`src/ists_pkg.sv`:
```
// Package: constants and types of the two-wire slave transmit path
package ists_pkg;
  // ****************************************
  // Field positions and reset values
  // ****************************************
  localparam int CTRL_RELEASE_BIT = 4;
  localparam int STAT_RW_BIT = 2;
  localparam logic [7:0] CTRL_RESET = 8'h10;
  localparam logic [7:0] STAT_RESET = 8'h00;
  localparam logic [6:0] OWN_ADDR_RESET = 7'h42;
  localparam logic [3:0] BITS_PER_BYTE = 4'h8;
  localparam logic [3:0] ACK_SLOT = 4'h9;

  // ****************************************
  // Types
  // ****************************************
  typedef enum logic [2:0] {
    ISTS_IDLE  = 3'b000,
    ISTS_ADDR  = 3'b001,
    ISTS_AACK  = 3'b011,
    ISTS_HOLD  = 3'b010,
    ISTS_SEND  = 3'b110,
    ISTS_MACK  = 3'b111,
    ISTS_SKIP  = 3'b101
  } ists_state_t;
endpackage

```
`src/ists_top.sv`:
```
// Two-wire bus slave transmit path: address, acknowledge, stretching, byte output
// Notes on behaviour
// - Matched read address sets status read bit.
// - Matched read address byte lands in buffer.
// - Acknowledge address, clear release bit, hold clock.
// - Buffer write loads shift register for output.
// - Release bit set frees the clock line.
// - Data bits change on clock falling edges.
// - Interrupt flag set at ninth falling edge.
// - Master acknowledge sampled on ninth rising edge.
// - Not acknowledged: reset slave, await new start.
// - Acknowledged: hold clock until reload and release.
`timescale 1ns/10ps
module ists_top
  import ists_pkg::*;
(
  // Clock and reset
  input wire logic SYS_CLK,
  input wire logic RST,
  // Bus clock pin
  input wire logic SCL_IN,
  output logic SCL_OUT,
  output logic SCL_OE,
  // Bus data pin
  input wire logic SDA_IN,
  output logic SDA_OUT,
  output logic SDA_OE,
  // Software side
  input wire logic [6:0] OWN_ADDR,
  input wire logic BUF_WR,
  input wire logic [7:0] BUF_WDATA,
  input wire logic CTRL_WR,
  input wire logic [7:0] CTRL_WDATA,
  input wire logic IRQ_CLR,
  output logic [7:0] SERIAL_BUFFER_REG,
  output logic [7:0] SERIAL_PORT_CONTROL_REG,
  output logic [7:0] SERIAL_PORT_STATUS_REG,
  output logic SERIAL_PORT_IRQ_FLAG
);
  // ****************************************
  // Pin synchronisers
  // ****************************************
  logic scl_lvl;
  logic scl_rise;
  logic scl_fall;
  logic sda_lvl;
  logic sda_rise;
  logic sda_fall;

  ists_sync u_scl (.clk(SYS_CLK), .rst(RST), .async_in(SCL_IN), .level(scl_lvl), .rise(scl_rise), .fall(scl_fall));
  ists_sync u_sda (.clk(SYS_CLK), .rst(RST), .async_in(SDA_IN), .level(sda_lvl), .rise(sda_rise), .fall(sda_fall));

  // ****************************************
  // State
  // ****************************************
  ists_state_t state_r;
  ists_state_t state_nxt;
  logic [3:0] cnt_r;
  logic [7:0] sr_r;
  logic [7:0] buf_r;
  logic [7:0] ctrl_r;
  logic [7:0] stat_r;
  logic irq_r;
  logic sda_low_r;
  logic scl_low_r;
  logic mack_r;

  wire start_det = sda_fall & scl_lvl;
  wire stop_det = sda_rise & scl_lvl;
  wire release_bit = ctrl_r[CTRL_RELEASE_BIT];
  wire [7:0] addr_byte = {sr_r[6:0], sda_lvl};
  wire addr_done = (state_r == ISTS_ADDR) && scl_rise && (cnt_r == BITS_PER_BYTE - 4'h1);
  wire read_match = addr_byte[7:1] == OWN_ADDR && addr_byte[0];
  // The acknowledge state spans the eighth fall (ack driven) and the ninth fall (ack released)
  wire ack_drive_fall = (state_r == ISTS_AACK) && scl_fall && (cnt_r == BITS_PER_BYTE);
  wire ack_end_fall = (state_r == ISTS_AACK) && scl_fall && (cnt_r == ACK_SLOT);
  wire ninth_fall = ack_end_fall || (scl_fall && state_r == ISTS_MACK);

  // ****************************************
  // Next state
  // ****************************************
  always_comb begin
    state_nxt = state_r;
    unique case (state_r)
      ISTS_IDLE: begin
        state_nxt = ISTS_IDLE;
      end
      ISTS_ADDR: begin
        if (addr_done) begin
          state_nxt = read_match ? ISTS_AACK : ISTS_SKIP;
        end
      end
      ISTS_AACK: begin
        if (ack_end_fall) begin
          state_nxt = ISTS_HOLD;
        end
      end
      ISTS_HOLD: begin
        if (release_bit && !scl_lvl && scl_low_r == 1'b0) begin
          state_nxt = ISTS_SEND;
        end
      end
      ISTS_SEND: begin
        if (scl_fall && cnt_r == BITS_PER_BYTE - 4'h1) begin
          state_nxt = ISTS_MACK;
        end
      end
      ISTS_MACK: begin
        if (scl_fall) begin
          state_nxt = mack_r ? ISTS_IDLE : ISTS_HOLD;
        end
      end
      ISTS_SKIP: begin
        state_nxt = ISTS_SKIP;
      end
      default: begin
        state_nxt = ISTS_IDLE;
      end
    endcase
    if (start_det) begin
      state_nxt = ISTS_ADDR;
    end else if (stop_det) begin
      state_nxt = ISTS_IDLE;
    end
  end

  // ****************************************
  // Sequential logic
  // ****************************************
  always_ff @(posedge SYS_CLK) begin
    if (RST) begin
      state_r <= ISTS_IDLE;
      cnt_r <= 4'h0;
      sr_r <= 8'h00;
      mack_r <= 1'b1;
    end else begin
      state_r <= state_nxt;
      if (start_det) begin
        cnt_r <= 4'h0;
      end else if (state_r == ISTS_ADDR && scl_rise) begin
        sr_r <= addr_byte;
        cnt_r <= cnt_r + 4'h1;
      end else if (state_r == ISTS_AACK && scl_rise) begin
        cnt_r <= ACK_SLOT;
      end else if (state_r == ISTS_SEND && scl_fall) begin
        sr_r <= {sr_r[6:0], 1'b1};
        cnt_r <= cnt_r + 4'h1;
      end else if (state_r == ISTS_HOLD) begin
        sr_r <= buf_r;
        cnt_r <= 4'h0;
      end
      if (state_r == ISTS_MACK && scl_rise) begin
        mack_r <= sda_lvl;
      end
    end
  end

  // Buffer: address byte on read match, otherwise software data
  always_ff @(posedge SYS_CLK) begin
    if (RST) begin
      buf_r <= 8'h00;
    end else if (addr_done && read_match) begin
      buf_r <= addr_byte;
    end else if (BUF_WR) begin
      buf_r <= BUF_WDATA;
    end
  end

  // Hardware clearing of the release bit wins over a software write in the same cycle
  always_ff @(posedge SYS_CLK) begin
    if (RST) begin
      ctrl_r <= CTRL_RESET;
    end else if (ninth_fall && !(state_r == ISTS_MACK && mack_r)) begin
      ctrl_r[CTRL_RELEASE_BIT] <= 1'b0;
    end else if (CTRL_WR) begin
      ctrl_r <= CTRL_WDATA;
    end
  end

  always_ff @(posedge SYS_CLK) begin
    if (RST) begin
      stat_r <= STAT_RESET;
    end else if (addr_done && read_match) begin
      stat_r[STAT_RW_BIT] <= 1'b1;
    end else if (state_r == ISTS_MACK && scl_fall && mack_r) begin
      stat_r <= STAT_RESET;
    end
  end

  // Set wins over a simultaneous software clear
  always_ff @(posedge SYS_CLK) begin
    if (RST) begin
      irq_r <= 1'b0;
    end else if (ninth_fall) begin
      irq_r <= 1'b1;
    end else if (IRQ_CLR) begin
      irq_r <= 1'b0;
    end
  end

  // ****************************************
  // Pin drive
  // ****************************************
  // Clock is held from the ninth falling edge until software sets the release bit
  always_ff @(posedge SYS_CLK) begin
    if (RST) begin
      scl_low_r <= 1'b0;
      sda_low_r <= 1'b0;
    end else begin
      scl_low_r <= state_nxt == ISTS_HOLD && !(state_r == ISTS_HOLD && release_bit);
      // First data bit is set up while the clock is still held, so it never moves under a high clock
      if (state_nxt == ISTS_HOLD || (state_r == ISTS_HOLD && state_nxt == ISTS_SEND)) begin
        sda_low_r <= ~buf_r[7];
      end else if (ack_drive_fall) begin
        sda_low_r <= 1'b1;
      end else if (state_r == ISTS_SEND && scl_fall) begin
        sda_low_r <= (state_nxt == ISTS_SEND) ? ~sr_r[6] : 1'b0;
      end else if (state_nxt != ISTS_AACK && state_nxt != ISTS_SEND) begin
        sda_low_r <= 1'b0;
      end
    end
  end

  // the master waits on the held clock, so no timeout is kept here
  assign SCL_OUT = 1'b0;
  assign SCL_OE = scl_low_r;
  assign SDA_OUT = 1'b0;
  assign SDA_OE = sda_low_r;
  assign SERIAL_BUFFER_REG = buf_r;
  assign SERIAL_PORT_CONTROL_REG = ctrl_r;
  assign SERIAL_PORT_STATUS_REG = stat_r;
  assign SERIAL_PORT_IRQ_FLAG = irq_r;
endmodule // ists_top

```
`src/ists_sync.sv`:
```
// Two-flop synchroniser with edge detection taken from the second stage onward
`timescale 1ns/10ps
module ists_sync (
  // Clock and reset
  input wire logic clk,
  input wire logic rst,
  // Asynchronous input and synchronised level and edges
  input wire logic async_in,
  output logic level,
  output logic rise,
  output logic fall
);
  logic s1_r;
  logic s2_r;
  logic s3_r;

  // Reset to the idle-high bus level
  always_ff @(posedge clk) begin
    if (rst) begin
      s1_r <= 1'b1;
      s2_r <= 1'b1;
      s3_r <= 1'b1;
    end else begin
      s1_r <= async_in;
      s2_r <= s1_r;
      s3_r <= s2_r;
    end
  end

  assign level = s2_r;
  assign rise = s2_r & ~s3_r;
  assign fall = ~s2_r & s3_r;
endmodule // ists_sync

```
`config.mk`:
```
export PLATFORM = sky130hd
export DESIGN_NAME = ists_top
export DESIGN_NICKNAME = d
export VERILOG_FILES = /design/src/ists_pkg.sv /design/src/ists_top.sv /design/src/ists_sync.sv
export SDC_FILE = /design/constraint.sdc
export NUM_CORES = 1
export LEC_CHECK = 0
export BUFFER_PORTS_ARGS = -buffer_cell sky130_fd_sc_hd__buf_4
export CORE_AREA = 2 2 81 83
export CTS_CLUSTER_SIZE = 12
export DETAILED_ROUTE_END_ITERATION = 12
export DIE_AREA = 0 0 83 85
export SLEW_MARGIN = 20
export SYNTH_ARGS = -nofsm -noshare
export SYNTH_HDL_FRONTEND = slang
export SYNTH_HIERARCHICAL = 1
export SYNTH_SLANG_ARGS = --single-unit
export TNS_END_PERCENT = 100
```
`constraint.sdc`:
```
create_clock -name SYS_CLK -period 5.7 [get_ports SYS_CLK]
set_input_delay 0.285 -clock SYS_CLK [delete_from_list [all_inputs] [get_ports SYS_CLK]]
set_output_delay 0.285 -clock SYS_CLK [all_outputs]
set_load 0.05 [all_outputs]
```
Yosys cells after proc, flatten, opt, wreduce, memory -nomap -nowiden:

Cells that the tools add are included.

* register bits: 41
* bits of input ports: 30
* output and inout port bits: 29

* add/subtract/negate cells: 1
* eq/ne operators: 15
* mux-type cells: 31
* bitwise logic cells: 15
* reduce and logical (&&, ||, !) cells: 36

Operators with widths (count)
* 7-bit 2-to-1 mux: 4
* 3-bit 2-to-1 mux: 9
* 1-bit logical AND: 21
* 3-bit one-hot mux with 6 select lines: 1
* 4-bit 2-to-1 mux: 4
* 8-bit 2-to-1 mux: 2
* 3-bit == test (second input constant): 4
* 3-bit by 2-bit == test with 1-bit output (second input constant): 3
* 1-bit 2-to-1 mux: 9
* 1-bit inverter: 9
* 4-bit == test (second input constant): 2
* 2-bit nonzero test: 4
* 4-bit nonzero test: 2
* 7-bit == test: 1
* 1-bit bitwise AND: 6
* 5-bit 2-to-1 mux: 1
* 4-bit by 1-bit adder with 4-bit output (second input constant): 1
* 4-bit by 3-bit == test with 1-bit output (second input constant): 1
* 3-bit by 1-bit == test with 1-bit output (second input constant): 1
* 1-bit logical NOT: 3
* 3-bit by 2-bit inequality test with 1-bit output (second input constant): 1
* 3-bit inequality test (second input constant): 1
* 3-bit AND reduction: 1
* 3-bit nonzero test: 1
* 5 further kinds: 6

Longest topological paths before layout:

Gate-level depths: netlist (run 1).

* word-level depth: 14
* mapped depth: 9
* mapped depth without buffers: 8

Modules after synthesis:

The synthesis (run 1) kept the hierarchy.

By module, submodules not included
* ists_top: instances 1, cells each 218, area each 1899.3 µm², seq. area each 700.7 µm²
* ists_sync: instances 2, cells each 8, area each 92.6 µm², seq. area each 60.1 µm²

Worst setup path before layout (run 1):

Ideal clock, no wire load.

* path kind: register -> register
* from: register u_scl.s2_r (netlist: u_scl/level)
* to: register sda_low_r (netlist: SDA_OE)
* arrival: 1.851 ns
* required time: 5.625 ns
* path slack: 3.774 ns
* cell stages (with the launch flop): 8
* clock period less this slack: 1.926 ns
* cells stage by stage: dfxtp_1 nor2b_1 nand2_1 or4_4 nand3b_4 a211oi_4 o2111ai_1 o22ai_1

* elaborated cells between the ends (all ways): 35
* classes of those cells: eq/ne (4); mux (12); bitwise (5); reduce/logical (14)

RTL lines
* from (decl): RTL line ists_sync.sv:14 `logic s2_r;`
* from (signal assigned): RTL line ists_sync.sv:25 `s2_r <= s1_r;`
* 1-bit bitwise AND *: RTL line ists_sync.sv:31 `assign rise = s2_r & ~s3_r;`
* via scl_rise: RTL line ists_top.sv:44 `logic scl_rise;`
* 1-bit logical AND * (2 in series): RTL line ists_top.sv:72 `wire addr_done = (state_r == ISTS_ADDR) && scl_rise && (cnt_r == BITS_PER_BYTE - 4'h1);`
* 3-bit 2-to-1 mux *: RTL line ists_top.sv:89 `if (addr_done) begin`
* 3-bit one-hot mux with 6 select lines *: RTL line ists_top.sv:84 `unique case (state_r)`
* 3-bit 2-to-1 mux *: RTL line ists_top.sv:122 `end else if (stop_det) begin`
* 3-bit 2-to-1 mux *: RTL line ists_top.sv:120 `if (start_det) begin`
* 3-bit == test: RTL line ists_top.sv:212, ists_top.sv:217
* 1-bit 2-to-1 mux: RTL line ists_top.sv:217 `sda_low_r <= (state_nxt == ISTS_SEND) ? ~sr_r[6] : 1'b0;`
* 1-bit 2-to-1 mux: RTL line ists_top.sv:216 `end else if (state_r == ISTS_SEND && scl_fall) begin`
* 1-bit 2-to-1 mux: RTL line ists_top.sv:214 `end else if (ack_drive_fall) begin`
* 1-bit 2-to-1 mux: RTL line ists_top.sv:212 `if (state_nxt == ISTS_HOLD || (state_r == ISTS_HOLD && state_nxt == ISTS_SEND)) begin`
* to (signal assigned): RTL line ists_top.sv:213 `sda_low_r <= ~buf_r[7];`
* to (signal assigned): RTL line ists_top.sv:217
* to (decl): RTL line ists_top.sv:64 `logic sda_low_r;`

The timed path passes the listed nets; every way through them passes the cells marked *.
A chain may end at the register's enable or synchronous reset.

Final worst setup path (run 1):

* from: register state_r[0]
* to: register sr_r[0]

* cells in the longest elaborated chain, start to end: 5
* elaborated cells between the ends (all ways): 13
* classes of those cells: eq/ne (5); mux (3); reduce/logical (5)

RTL lines
* from (decl): RTL line ists_top.sv:56 `ists_state_t state_r;`
* from (signal assigned): RTL line ists_top.sv:137 `state_r <= state_nxt;`
* 3-bit == test: RTL line ists_top.sv:145 `end else if (state_r == ISTS_SEND && scl_fall) begin`
* 1-bit logical AND: RTL line ists_top.sv:145
* 7-bit 2-to-1 mux: RTL line ists_top.sv:145
* 7-bit 2-to-1 mux: RTL line ists_top.sv:143 `end else if (state_r == ISTS_AACK && scl_rise) begin`
* 7-bit 2-to-1 mux: RTL line ists_top.sv:140 `end else if (state_r == ISTS_ADDR && scl_rise) begin`
* to (signal assigned): RTL line ists_top.sv:141 `sr_r <= addr_byte;`
* to (signal assigned): RTL line ists_top.sv:146 `sr_r <= {sr_r[6:0], 1'b1};`
* to (signal assigned): RTL line ists_top.sv:149 `sr_r <= buf_r;`
* to (decl): RTL line ists_top.sv:59 `logic [7:0] sr_r;`

Parallel ways exist; a longest one is shown, timed or not. The select of a mux whose other input is x is not followed.

==> impl_results.md, run 1 <==
* Crit. End Element: flop
* Num CTS Buffers at 5
* Worst-path cell chain: nand2_1 -> o31ai_4 -> a21o_1 -> and3_1 -> o221ai_1 -> a21oi_1
* H-Tree Level Count at 2
* Pre-CTS WS at 2.971 ns
* HPWL after detailed placement at 3.348 mm
* TNS Setup at 0 ns
* DRC violations left at 0
* Lkg Pwr at 0.001104 uW
* Antenna violations before repair at 0
* Hold Fails Final Rpt at 0
* Die Wd at 83 um
* Final worst slack at 3.251 ns
* Clock Root Buffer: clkbuf_8
* First-pass GRT wire length at 7.838 mm
* Port-buffer cells at 49
* Cell Area, Synth at 2084 um^2
* Die Height at 85 um
* Status: finished, final reports clean
* Synth cell types at 45
* Worst R2R Setup Slack at 3.25 ns
* Final wirelength at 4.555 mm
* Final Cycle Share at 0.4296
* CTS tree: built
* Largest net degree at the start of global routing at 38
* Period minus WS final at 2.449 ns
* Share of cells above drive strength 1 at 0.2222
* Via density per instance at 4.904
* Final ANT Viol Nets at 0
* Area added between synthesis and finish at 24.01%
* Max incr delay on CP at 0.63 ns
* Drt pass-1 iters at 4
* Hold Crit Depth at 2
* Arrival time worst endpoint at 2.67 ns
* Mapped Cells at 234
* RSZ-0062 raised after global routing: no
* Highest Clock Rate at 408.4 MHz
* Hold crit path type: primary input to flop
* Clock Sinks at 41
* Initial DRC Count at 111
* Power density over the cells at 243.1 nW/um^2
* Gpl congestion at 0.8576
* Core footprint at 6205 um^2
* Critical path depth at 6
* # setup viols final at 0
* Tot GR Track Use at 0.1348
* Flops & latches, synth at 41
* Initial Utilization at 0.3360
* Longest Clk Path Bufs at 2
* Postcts setup bufs at 0
* Sequential fraction of the synthesis area at 0.3938
* Buf+Inv Stages, Crit Path at 0
* Slew of the pin with the lowest slew margin at 0.8335 ns
* Hold path startpoint: SDA_IN
* Max FO, Critical Path at 14
* Slowest stage cell, crit path: o31ai_4
* Vias in the first global route at 1652
* Top Family by Delay on Critical Path: compound AO/OA/AOI/OAI gates
* Post-CTS Hold Buffers at 0
* Worst R2R Start: state_r[0]$_SDFF_PP0_
* Nets at 311
* WL/cell at 12.79 um
* Critical path class: flop to flop
* Worst setup path start: state_r[0]$_SDFF_PP0_
* Cts repair resizes at 0
* # rows at 29
* Clk_skew at 0.006524 ns
* Crit path launch type: flop
* Worst R2R Path Depth at 6
* Clock latency on the worst-skew pair at 0.29 ns
* Grt total ovfl at 0
* Peak VDD IR at 0.1298 mV
* Io pins at 59
* Die area at 7055 um^2
* Max-slew headroom at 0.4385
* # diodes at 0
* Vias at 1746
* Reg clk slew, reported paths at 0.08 ns
* Slew Viols, Final at 0
* YS warnings at 6
* Mapped Avg Cell Area at 8.908 um^2
* MaxCap Viol Count at 0
* CP required at 5.93 ns
-- metal layers --
metal,part of all wire,GRT usage,up-vias
met2,0.51,0.2317,47
met1,0.44,0.1715,808
met4,0.0048,0.03726,0
li1,-,-,889
met5,0,0,-
met3,0.046,0.02918,2
-- layout by cell type (no fill, tap or decap), types with 3 or more instances in the layout --
master and n:
buf_4 49, dfxtp_1 41, nor2_1 30, mux2i_1 25, nand2_1 16, a211oi_1 14, a21oi_1 12, o21ai_0 12
conb_1 9, inv_1 6, or2_1 6, clkbuf_8 5, nor2b_1 4, xor2_1 4, nand2b_1 3, xnor2_1 3
nand3_1 3, nor3_1 3, ha_1 3
-- cells in the mapped netlist, drive strengths merged --
master   number  area (um^2)
nor4bb        1        10.01
clkbuf        8        30.03
or4           1        11.26
a21oi        12        60.06
o2111ai       1        8.760
a211oi       15        125.1
nand2b        3        18.77
o21bai        2        15.01
nand2        16        60.06
nor2         30        112.6
nand3         3        15.01
or2           6        37.54
inv           6        22.52
o221ai        1        8.760
a21o          1        7.510
o21ai        13        65.06
nor4          1        21.27
xor2          4        35.03
nand3b        3        35.03
and2b         2        15.01
nor3          3        15.01
nand4b        1        8.760
and3          2        12.51
o31ai         1        12.51
dfxtp        41        820.8
a31oi         2        12.51
o22ai         1        6.260
or3           1        6.260
a211o         1        8.760
nor2b         4        25.02
o2111a        1        11.26
mux2i        25        250.2
a22oi         1        7.510
buf          12        87.57
and3b         1        8.760
xnor2         3        26.28
ha            3        37.54
and4          1        8.760
conb          1        3.750
-- through the flow --
stage / util / instances / cell area, um^2 / total power (uW) / hold WS, ns
after floorplan: - / 242 / 2115 / 372.8 / 0.3669
after global placement: 0.3967 / 348 / 2461 / 399.9 / 0.3952
after detailed placement: 0.3967 / 348 / 2461 / 400.4 / 0.3892
after CTS: 0.4152 / 356 / 2576 / 635.6 / 0.1597
after global routing: 0.4166 / 356 / 2585 / 653.2 / 0.1670
final: 0.4166 / 356 / 2585 / 628.4 / 0.1698
-- flip-flops by register name (all words and copies together), names as in the netlist --
name	flops
u_sda/s1_r	1
u_sda/s3_r	1
SERIAL_PORT_CONTROL_REG	8
mack_r	1
SDA_OE	1
u_scl/s3_r	1
SERIAL_BUFFER_REG	8
u_scl/level	1
u_sda/level	1
u_scl/s1_r	1
SCL_OE	1
SERIAL_PORT_IRQ_FLAG	1
sr_r	7
SERIAL_PORT_STATUS_REG	1
state_r	3
cnt_r	4
-- layout make-up --
| type | count | area [um^2] |
|---|---|---|
| Clock buffer | 5 | 68.82 |
| Inverter | 6 | 22.52 |
| Multi-Input combinational cell | 175 | 1162 |
| Sequential cell | 41 | 820.8 |
| Timing Repair Buffer | 49 | 367.9 |
| Tap cell | 77 | 96.34 |
| Clock inverter | 3 | 46.29 |
| Fill cell | 647 | 3620 |
-- path summary, 6_finish.rpt --
kind	end
min reg2reg	u_sda/level$_SDFF_PP1_
min	u_sda/s1_r$_SDFF_PP1_
max	sr_r[0]$_SDFFE_PP0P_
max reg2reg	sr_r[0]$_SDFFE_PP0P_
-- where the power goes --
group / internal [uW] / total [uW] / switching [uW]
Clock: 131 / 236 / 105
Sequential: 295 / 301 / 6.36
Combinational: 33.7 / 91.4 / 57.7
Total: 460 / 628 / 169
-- cell families after synthesis --
group                    Yosys count  share of synthesized area
AO/OA/AOI/OAI                     52                     0.1675
adder cells (fa/ha/maj)            3                    0.01801
other                              1                   0.001799
buffers and inverters             26                    0.06722
multiplexers                      25                     0.1200
XOR/XNOR                           7                    0.02941
flip-flops                        41                     0.3938
AND/OR/NAND/NOR                   79                     0.2023
Power figures use the tool's default switching activity.
==> inputs of run 2 (changes only) <==
- ABC_AREA: unset -> 1
- CORE_AREA: 2 2 81 83 -> 2 2 82 84
- DIE_AREA: 0 0 83 85 -> 0 0 84 86
- clock period: 5.7 -> 2.2 ns (I/O delays scaled with it)
==> run 2 against run 1 <==
Effect of this change: clock-buffer cell count is 1 higher; core utilization is 1.4 points higher; combinational power grew to 2.9 times the previous value; sequential power grew to 2.6 times the previous value; non-clock buffer count is 3 higher; critical endpoint is now SDA_OE$_SDFFE_PP0P_; power grew to 2.7 times the previous value; via count is 22% higher; die area is 2.4% higher; largest power group unchanged; clock power grew to 2.7 times the previous value; synthesized area is 3.8% higher.
==> impl_results.md, run 2 <==
* GRT met2 Usage at 0.2451
* Cts repair resizes at 0
* Clock latency on the worst-skew pair at 0.30 ns
* Top-area cell type share of the netlist area at 0.3794
* Highest Clock Rate at 536.7 MHz
* Share of cells above drive strength 1 at 0.1969
* Final Cycle Share at 0.8469
* Area occupied by multi-input gates at 1055 um^2
* # setup viols final at 0
* First-pass GRT wire length at 8.597 mm
* Port-buffer cells at 49
* Tot GR Track Use at 0.1473
* Final wirelength at 5.101 mm
* Fill cells at 689
* Hold crit path type: primary input to flop
* Nets at 413
* Vias at 2124
* Num CTS Buffers at 5
* # rows at 29
* GR peak layer: met2
* Worst R2R Path Depth at 13
* Grt met3 use at 0.02599
* Worst R2R Setup Slack at 0.34 ns
* Total design power at 1685 uW
* Postcts setup bufs at 0
* Mapped Avg Cell Area at 6.575 um^2
* Worst R2R Start: cnt_r[0]$_SDFFE_PP0P_
* # diodes at 0
* Grt total ovfl at 0
* RSZ-0062 raised after global routing: no
* Via density per instance at 4.638
* Sequential fraction of the synthesis area at 0.3794
* Die Wd at 84 um
* WL/cell at 11.14 um
* Clock Root Buffer: clkbuf_8
* Hold Fails Final Rpt at 0
* Commonest non-fill, non-tap cell in the layout: nand2_1
* Synth Flop Type: dfxtp_1
* HPWL after detailed placement at 3.912 mm
* Crit path launch type: flop
* Cell Area, Synth at 2163 um^2
* Power density over the cells at 622.9 nW/um^2
* Met1 GRT Util at 0.1925
* Synth area leader: dfxtp_1
* Area added between synthesis and finish at 25.04%
* Worst R2R End: SDA_OE$_SDFFE_PP0P_
* Die area at 7224 um^2
* Die Height at 86 um
* Worst setup path start: cnt_r[0]$_SDFFE_PP0P_
* DRC violations left at 0
* EDFF count, synth at 0
* Longest Clk Path Bufs at 2
* Peak VDD IR at 0.3054 mV
* Final ANT Viol Nets at 0
* Top-count cell post-synth: nand2_1
* Synth cell types at 32
* Status: finished, final reports clean
* TNS Setup at 0 ns
* Setup crit end: SDA_OE$_SDFFE_PP0P_
* Core footprint at 6277 um^2
* Initial DRC Count at 71
* Reg clk slew, reported paths at 0.08 ns
* Max FO, Critical Path at 5
* CTS tree: built
* Clk_skew at 0.01354 ns
* YS warnings at 6
* Clock Sinks at 41
* Mapped Cells at 329
* Gpl congestion at 0.8620
* Flops & latches, synth at 41
* Commonest non-fill, non-tap cells in the layout: nand2_1, inv_1, buf_4, nor2_1, dfxtp_1
* Lkg Pwr at 0.001338 uW
* Post-CTS Hold Buffers at 2
* Top cells by area, synth: dfxtp_1, nand2_1, inv_1
* Period minus WS final at 1.863 ns
* Post-synth ARST share at 0
* Critical path class: flop to flop
* Initial Utilization at 0.3446
* Largest net degree at the start of global routing at 23
* Antenna violations before repair at 0
* MaxCap Viol Count at 0
* Arrival time worst endpoint at 2.09 ns
* Sequential cell area at 820.8 um^2
* Drt pass-1 iters at 4
* Vias in the first global route at 1877
* CP required at 2.43 ns
* H-Tree Level Count at 2
* Io pins at 59
* Crit. End Element: flop
* Most frequent cells after synthesis: nand2_1, inv_1, nor2_1
* Slew Viols, Final at 0
run 2: cells by family (layout without fill, tap and decap cells):
| family | count (synthesis) | count (layout) | share of synthesized area |
|---|---|---|---|
| and+or+nand+nor | 146 | 146 | 0.2857 |
| buffers and inverters | 74 | 118 | 0.1469 |
| AOI/OAI and AO/OA | 63 | 63 | 0.1643 |
| DFF | 41 | 41 | 0.3794 |
| adders and majority gates | 3 | 3 | 0.01735 |
| other | 1 | 9 | 0.001733 |
| muxes | 1 | 1 | 0.004627 |
run 2: how the worst min path moves through the flow:
stage,from,endpoint,slack [ns],cells after the start
CTS,CTRL_WDATA[4],SERIAL_PORT_CONTROL_REG[4]$_SDFFE_PP1P_,0.02,3
floorplan,SCL_IN,u_scl/s1_r$_SDFF_PP1_,0.19,2
finish,CTRL_WDATA[4],SERIAL_PORT_CONTROL_REG[4]$_SDFFE_PP1P_,0.04,3
global route,CTRL_WDATA[4],SERIAL_PORT_CONTROL_REG[4]$_SDFFE_PP1P_,0.03,3
global placement,SDA_IN,u_sda/s1_r$_SDFF_PP1_,0.28,3
detailed placement,SDA_IN,u_sda/s1_r$_SDFF_PP1_,0.29,3
run 2: critical path, stage by stage, from the launching register on:
cell     delay (ns)
dfxtp_1        0.39
ha_1           0.19
nand2_1        0.07
nor2_1         0.15
inv_1          0.07
nor2_2         0.14
nand3_2        0.15
nand2_2        0.12
nand3_2        0.09
nand2_1        0.08
nand2_1        0.06
nor2_1         0.10
nand3_1        0.08
a21oi_1        0.12
run 2: cell type report:
class / instances / share of cell area
clock buffers: 6 / 0.03053
clock inverters: 2 / 0.01388
inverters: 58 / 0.08048
multi-input cells: 222 / 0.3899
flip-flops and latches: 41 / 0.3034
well taps: 77 / 0.03562
repair buffers: 52 / 0.1462
run 2: stage by stage:
| stage | utilization | cell area [um^2] | hold WS (ns) | setup slack, ns | std cells |
|---|---|---|---|---|---|
| 2_1_floorplan | - | 2193 | 0.1948 | 0.5848 | 337 |
| 3_3_place_gp | 0.4086 | 2565 | 0.2833 | 0.3284 | 448 |
| 3_5_place_dp | 0.4086 | 2565 | 0.2899 | 0.3516 | 448 |
| 4_1_cts | 0.4309 | 2705 | 0.02128 | 0.3250 | 458 |
| 5_1_grt | 0.4309 | 2705 | 0.03365 | 0.1023 | 458 |
| 6_report | 0.4309 | 2705 | 0.03582 | 0.3367 | 458 |
run 2: metal layers:
metal  wire length [um]  up-vias
met4                 74        0
met3                284        6
met1               2377      939
met5                  0        -
li1                   -     1118
met2               2364       61
run 2: power by group:
part | switching, uW | total [uW] | leakage [uW] | internal [uW]
logic | 174 | 263 | 0.000946 | 88.4
clock network | 270 | 639 | 0.0000574 | 369
registers | 17.1 | 783 | 0.000335 | 766
==> inputs of run 3 (changes only) <==
- clock period: 2.2 -> 1.5 ns (I/O delays scaled with it)
==> run 3 against run 2 <==
Effect of this change: the flow now finishes with violations (negative setup slack); clock-buffer cell count stayed put; hold slack worse by 0.015 ns; critical path depth is 1 lower; sequential power is 46% higher; die area stayed put; wire length is 24% higher; highest routed layer unchanged; sequential share of layout area is 6.5 points lower; flip-flop and latch count stayed put; fmax is 13% higher; combinational power is 69% higher; final cell count is 15% higher; cell area is 31% higher; largest power group unchanged.
==> impl_results.md, run 3 (synthesis gave the netlist of run 2 again) <==
* Status: finished with violations
* Failing checks: negative setup slack
* Final ANT Viol Nets at 0
* Worst Hold End: SERIAL_PORT_CONTROL_REG[6]$_SDFFE_PP0P_
* Gpl congestion at 0.8367
* Die Wd at 84 um
* Clock Sinks at 41
* Clk_skew at 0.007748 ns
* Period minus WS final at 1.653 ns
* Crit. End Element: flop
* Port-buffer cells at 49
* Largest net degree at the start of global routing at 16
* Final Cycle Share at 1.102
* Max incr delay on CP at 0.38 ns
* Initial Utilization at 0.3446
* Io pins at 59
* CTS tree: built
* Initial DRC Count at 116
* Commonest non-fill, non-tap cells in the layout: buf_4, nand2_1, inv_1, dfxtp_1, nor2_1
* Worst R2R Start: cnt_r[1]$_SDFFE_PP0P_
* Num CTS Buffers at 5
* Commonest non-fill, non-tap cell in the layout: buf_4
* TNS Setup at -1.850 ns
* Area occupied by multi-input gates at 1285 um^2
* H-Tree Level Count at 2
* Clock latency on the worst-skew pair at 0.30 ns
* Share of cells above drive strength 1 at 0.4479
* Peak VDD IR at 0.3644 mV
* Final worst slack at -0.1535 ns
* Max FO, Critical Path at 3
* Hold Fails Final Rpt at 0
* Worst R2R End: SDA_OE$_SDFFE_PP0P_
* Worst-path cell chain: ha_4 -> nand2_4 -> nor2_4 -> inv_2 -> nor2_4 -> nand3_4 -> buf_6 -> a21oi_2 -> nand4_1 -> nand3_1 -> nand2_1 -> a21oi_2
* Fill cells at 586
* Crit path launch type: flop
* Worst R2R Path Depth at 12
* Tot GR Track Use at 0.1673
* Final wirelength at 6.307 mm
* Vias in the first global route at 2149
* Reg clk slew, reported paths at 0.09 ns
* Hold Crit Depth at 3
* Critical path class: flop to flop
* Lkg Pwr at 0.001704 uW
* WL/cell at 11.95 um
* Slowest stage cell, crit path: dfxtp_4
* Slew Viols, Final at 0
* Via density per instance at 4.580
* Clock Root Buffer: clkbuf_8
* Worst R2R Setup Slack at -0.15 ns
* Die area at 7224 um^2
* Grt total ovfl at 0
* Hold slack at 0.02048 ns
* Hold path startpoint: CTRL_WDATA[6]
* Vias at 2418
* Sequential cell area at 845.8 um^2
* Core footprint at 6277 um^2
* Power density over the cells at 718.0 nW/um^2
* Highest Clock Rate at 604.8 MHz
* Drt pass-1 iters at 4
* Area added between synthesis and finish at 64.08%
* First-pass GRT wire length at 9.715 mm
* Arrival time worst endpoint at 1.90 ns
* MaxCap Viol Count at 0
* DRC violations left at 0
* HPWL after detailed placement at 4.326 mm
* # rows at 29
* Antenna violations before repair at 0
* Longest Clk Path Bufs at 2
* # setup viols final at 25
* # diodes at 0
* Hold crit path type: primary input to flop
* CP required at 1.74 ns
* Pre-CTS WS at -0.1845 ns
* Nets at 483
* Die Height at 86 um
* RSZ-0062 raised after global routing: yes
run 3: worst max-delay path by stage:
| stage | end | start | slack (ns) | cells past startpoint |
|---|---|---|---|---|
| final | SDA_OE$_SDFFE_PP0P_ | cnt_r[1]$_SDFFE_PP0P_ | -0.15 | 12 |
| after global routing | SDA_OE$_SDFFE_PP0P_ | cnt_r[1]$_SDFFE_PP0P_ | -0.28 | 12 |
| after CTS | SDA_OE$_SDFFE_PP0P_ | state_r[0]$_SDFF_PP0_ | -0.13 | 12 |
| after detailed placement | SDA_OE$_SDFFE_PP0P_ | u_sda/level$_SDFF_PP1_ | -0.18 | 11 |
| after global placement | SDA_OE$_SDFFE_PP0P_ | u_scl/level$_SDFF_PP1_ | -0.13 | 11 |
| after floorplan | SDA_OE$_SDFFE_PP0P_ | cnt_r[0]$_SDFFE_PP0P_ | -0.03 | 13 |
run 3: stage by stage:
stage	total power (uW)	utilization	instance area, um^2	std cells
floorplan	1441	-	2220	337
global placement	1581	0.4770	2994	500
detailed placement	1586	0.4770	2994	500
CTS	2547	0.5236	3287	520
global route	2644	0.5655	3550	528
finish	2549	0.5655	3550	528
run 3: cell type report:
class / instances / share of cell area
Timing Repair Buffer: 121 / 0.2718
Tap cell: 77 / 0.02714
Sequential cell: 41 / 0.2383
Timing Repair inverter: 1 / 0.002115
Multi-Input combinational cell: 222 / 0.3620
Clock inverter: 2 / 0.01057
Inverter: 58 / 0.06486
Clock buffer: 6 / 0.02326
run 3: what timing repair did:
item | 4_1_cts | 5_1_grt
setup endpoints to repair | 26 | 31
hold buffers | 3 | 0
setup buffers | 8 | 7
pin swaps | 11 | 23
cloned | 1 | 1
hold endpoints to repair | 3 | 0
gates resized for setup | 32 | 60
run 3: power by group:
part	switching (uW)	internal (uW)	total (uW)
clock	422	542	963
combinational	281	164	444
sequential	24.6	1120	1140
total	727	1820	2550
run 3: per-layer routing:
layer,global-route usage,share of wire,wire (um)
met5,0,0,0
met4,0.05572,0.018,111
met3,0.03176,0.044,277
met1,0.2053,0.41,2599
met2,0.2953,0.53,3319
run 3: worst max-delay path: cells and delay by family, from the launching register on:
kind | cells | cell delay [ns]
buffers and inverters | 2 | 0.18
adders and majority gates | 1 | 0.15
DFF | 1 | 0.38
AOI/OAI and AO/OA | 2 | 0.26
and+or+nand+nor | 7 | 0.63
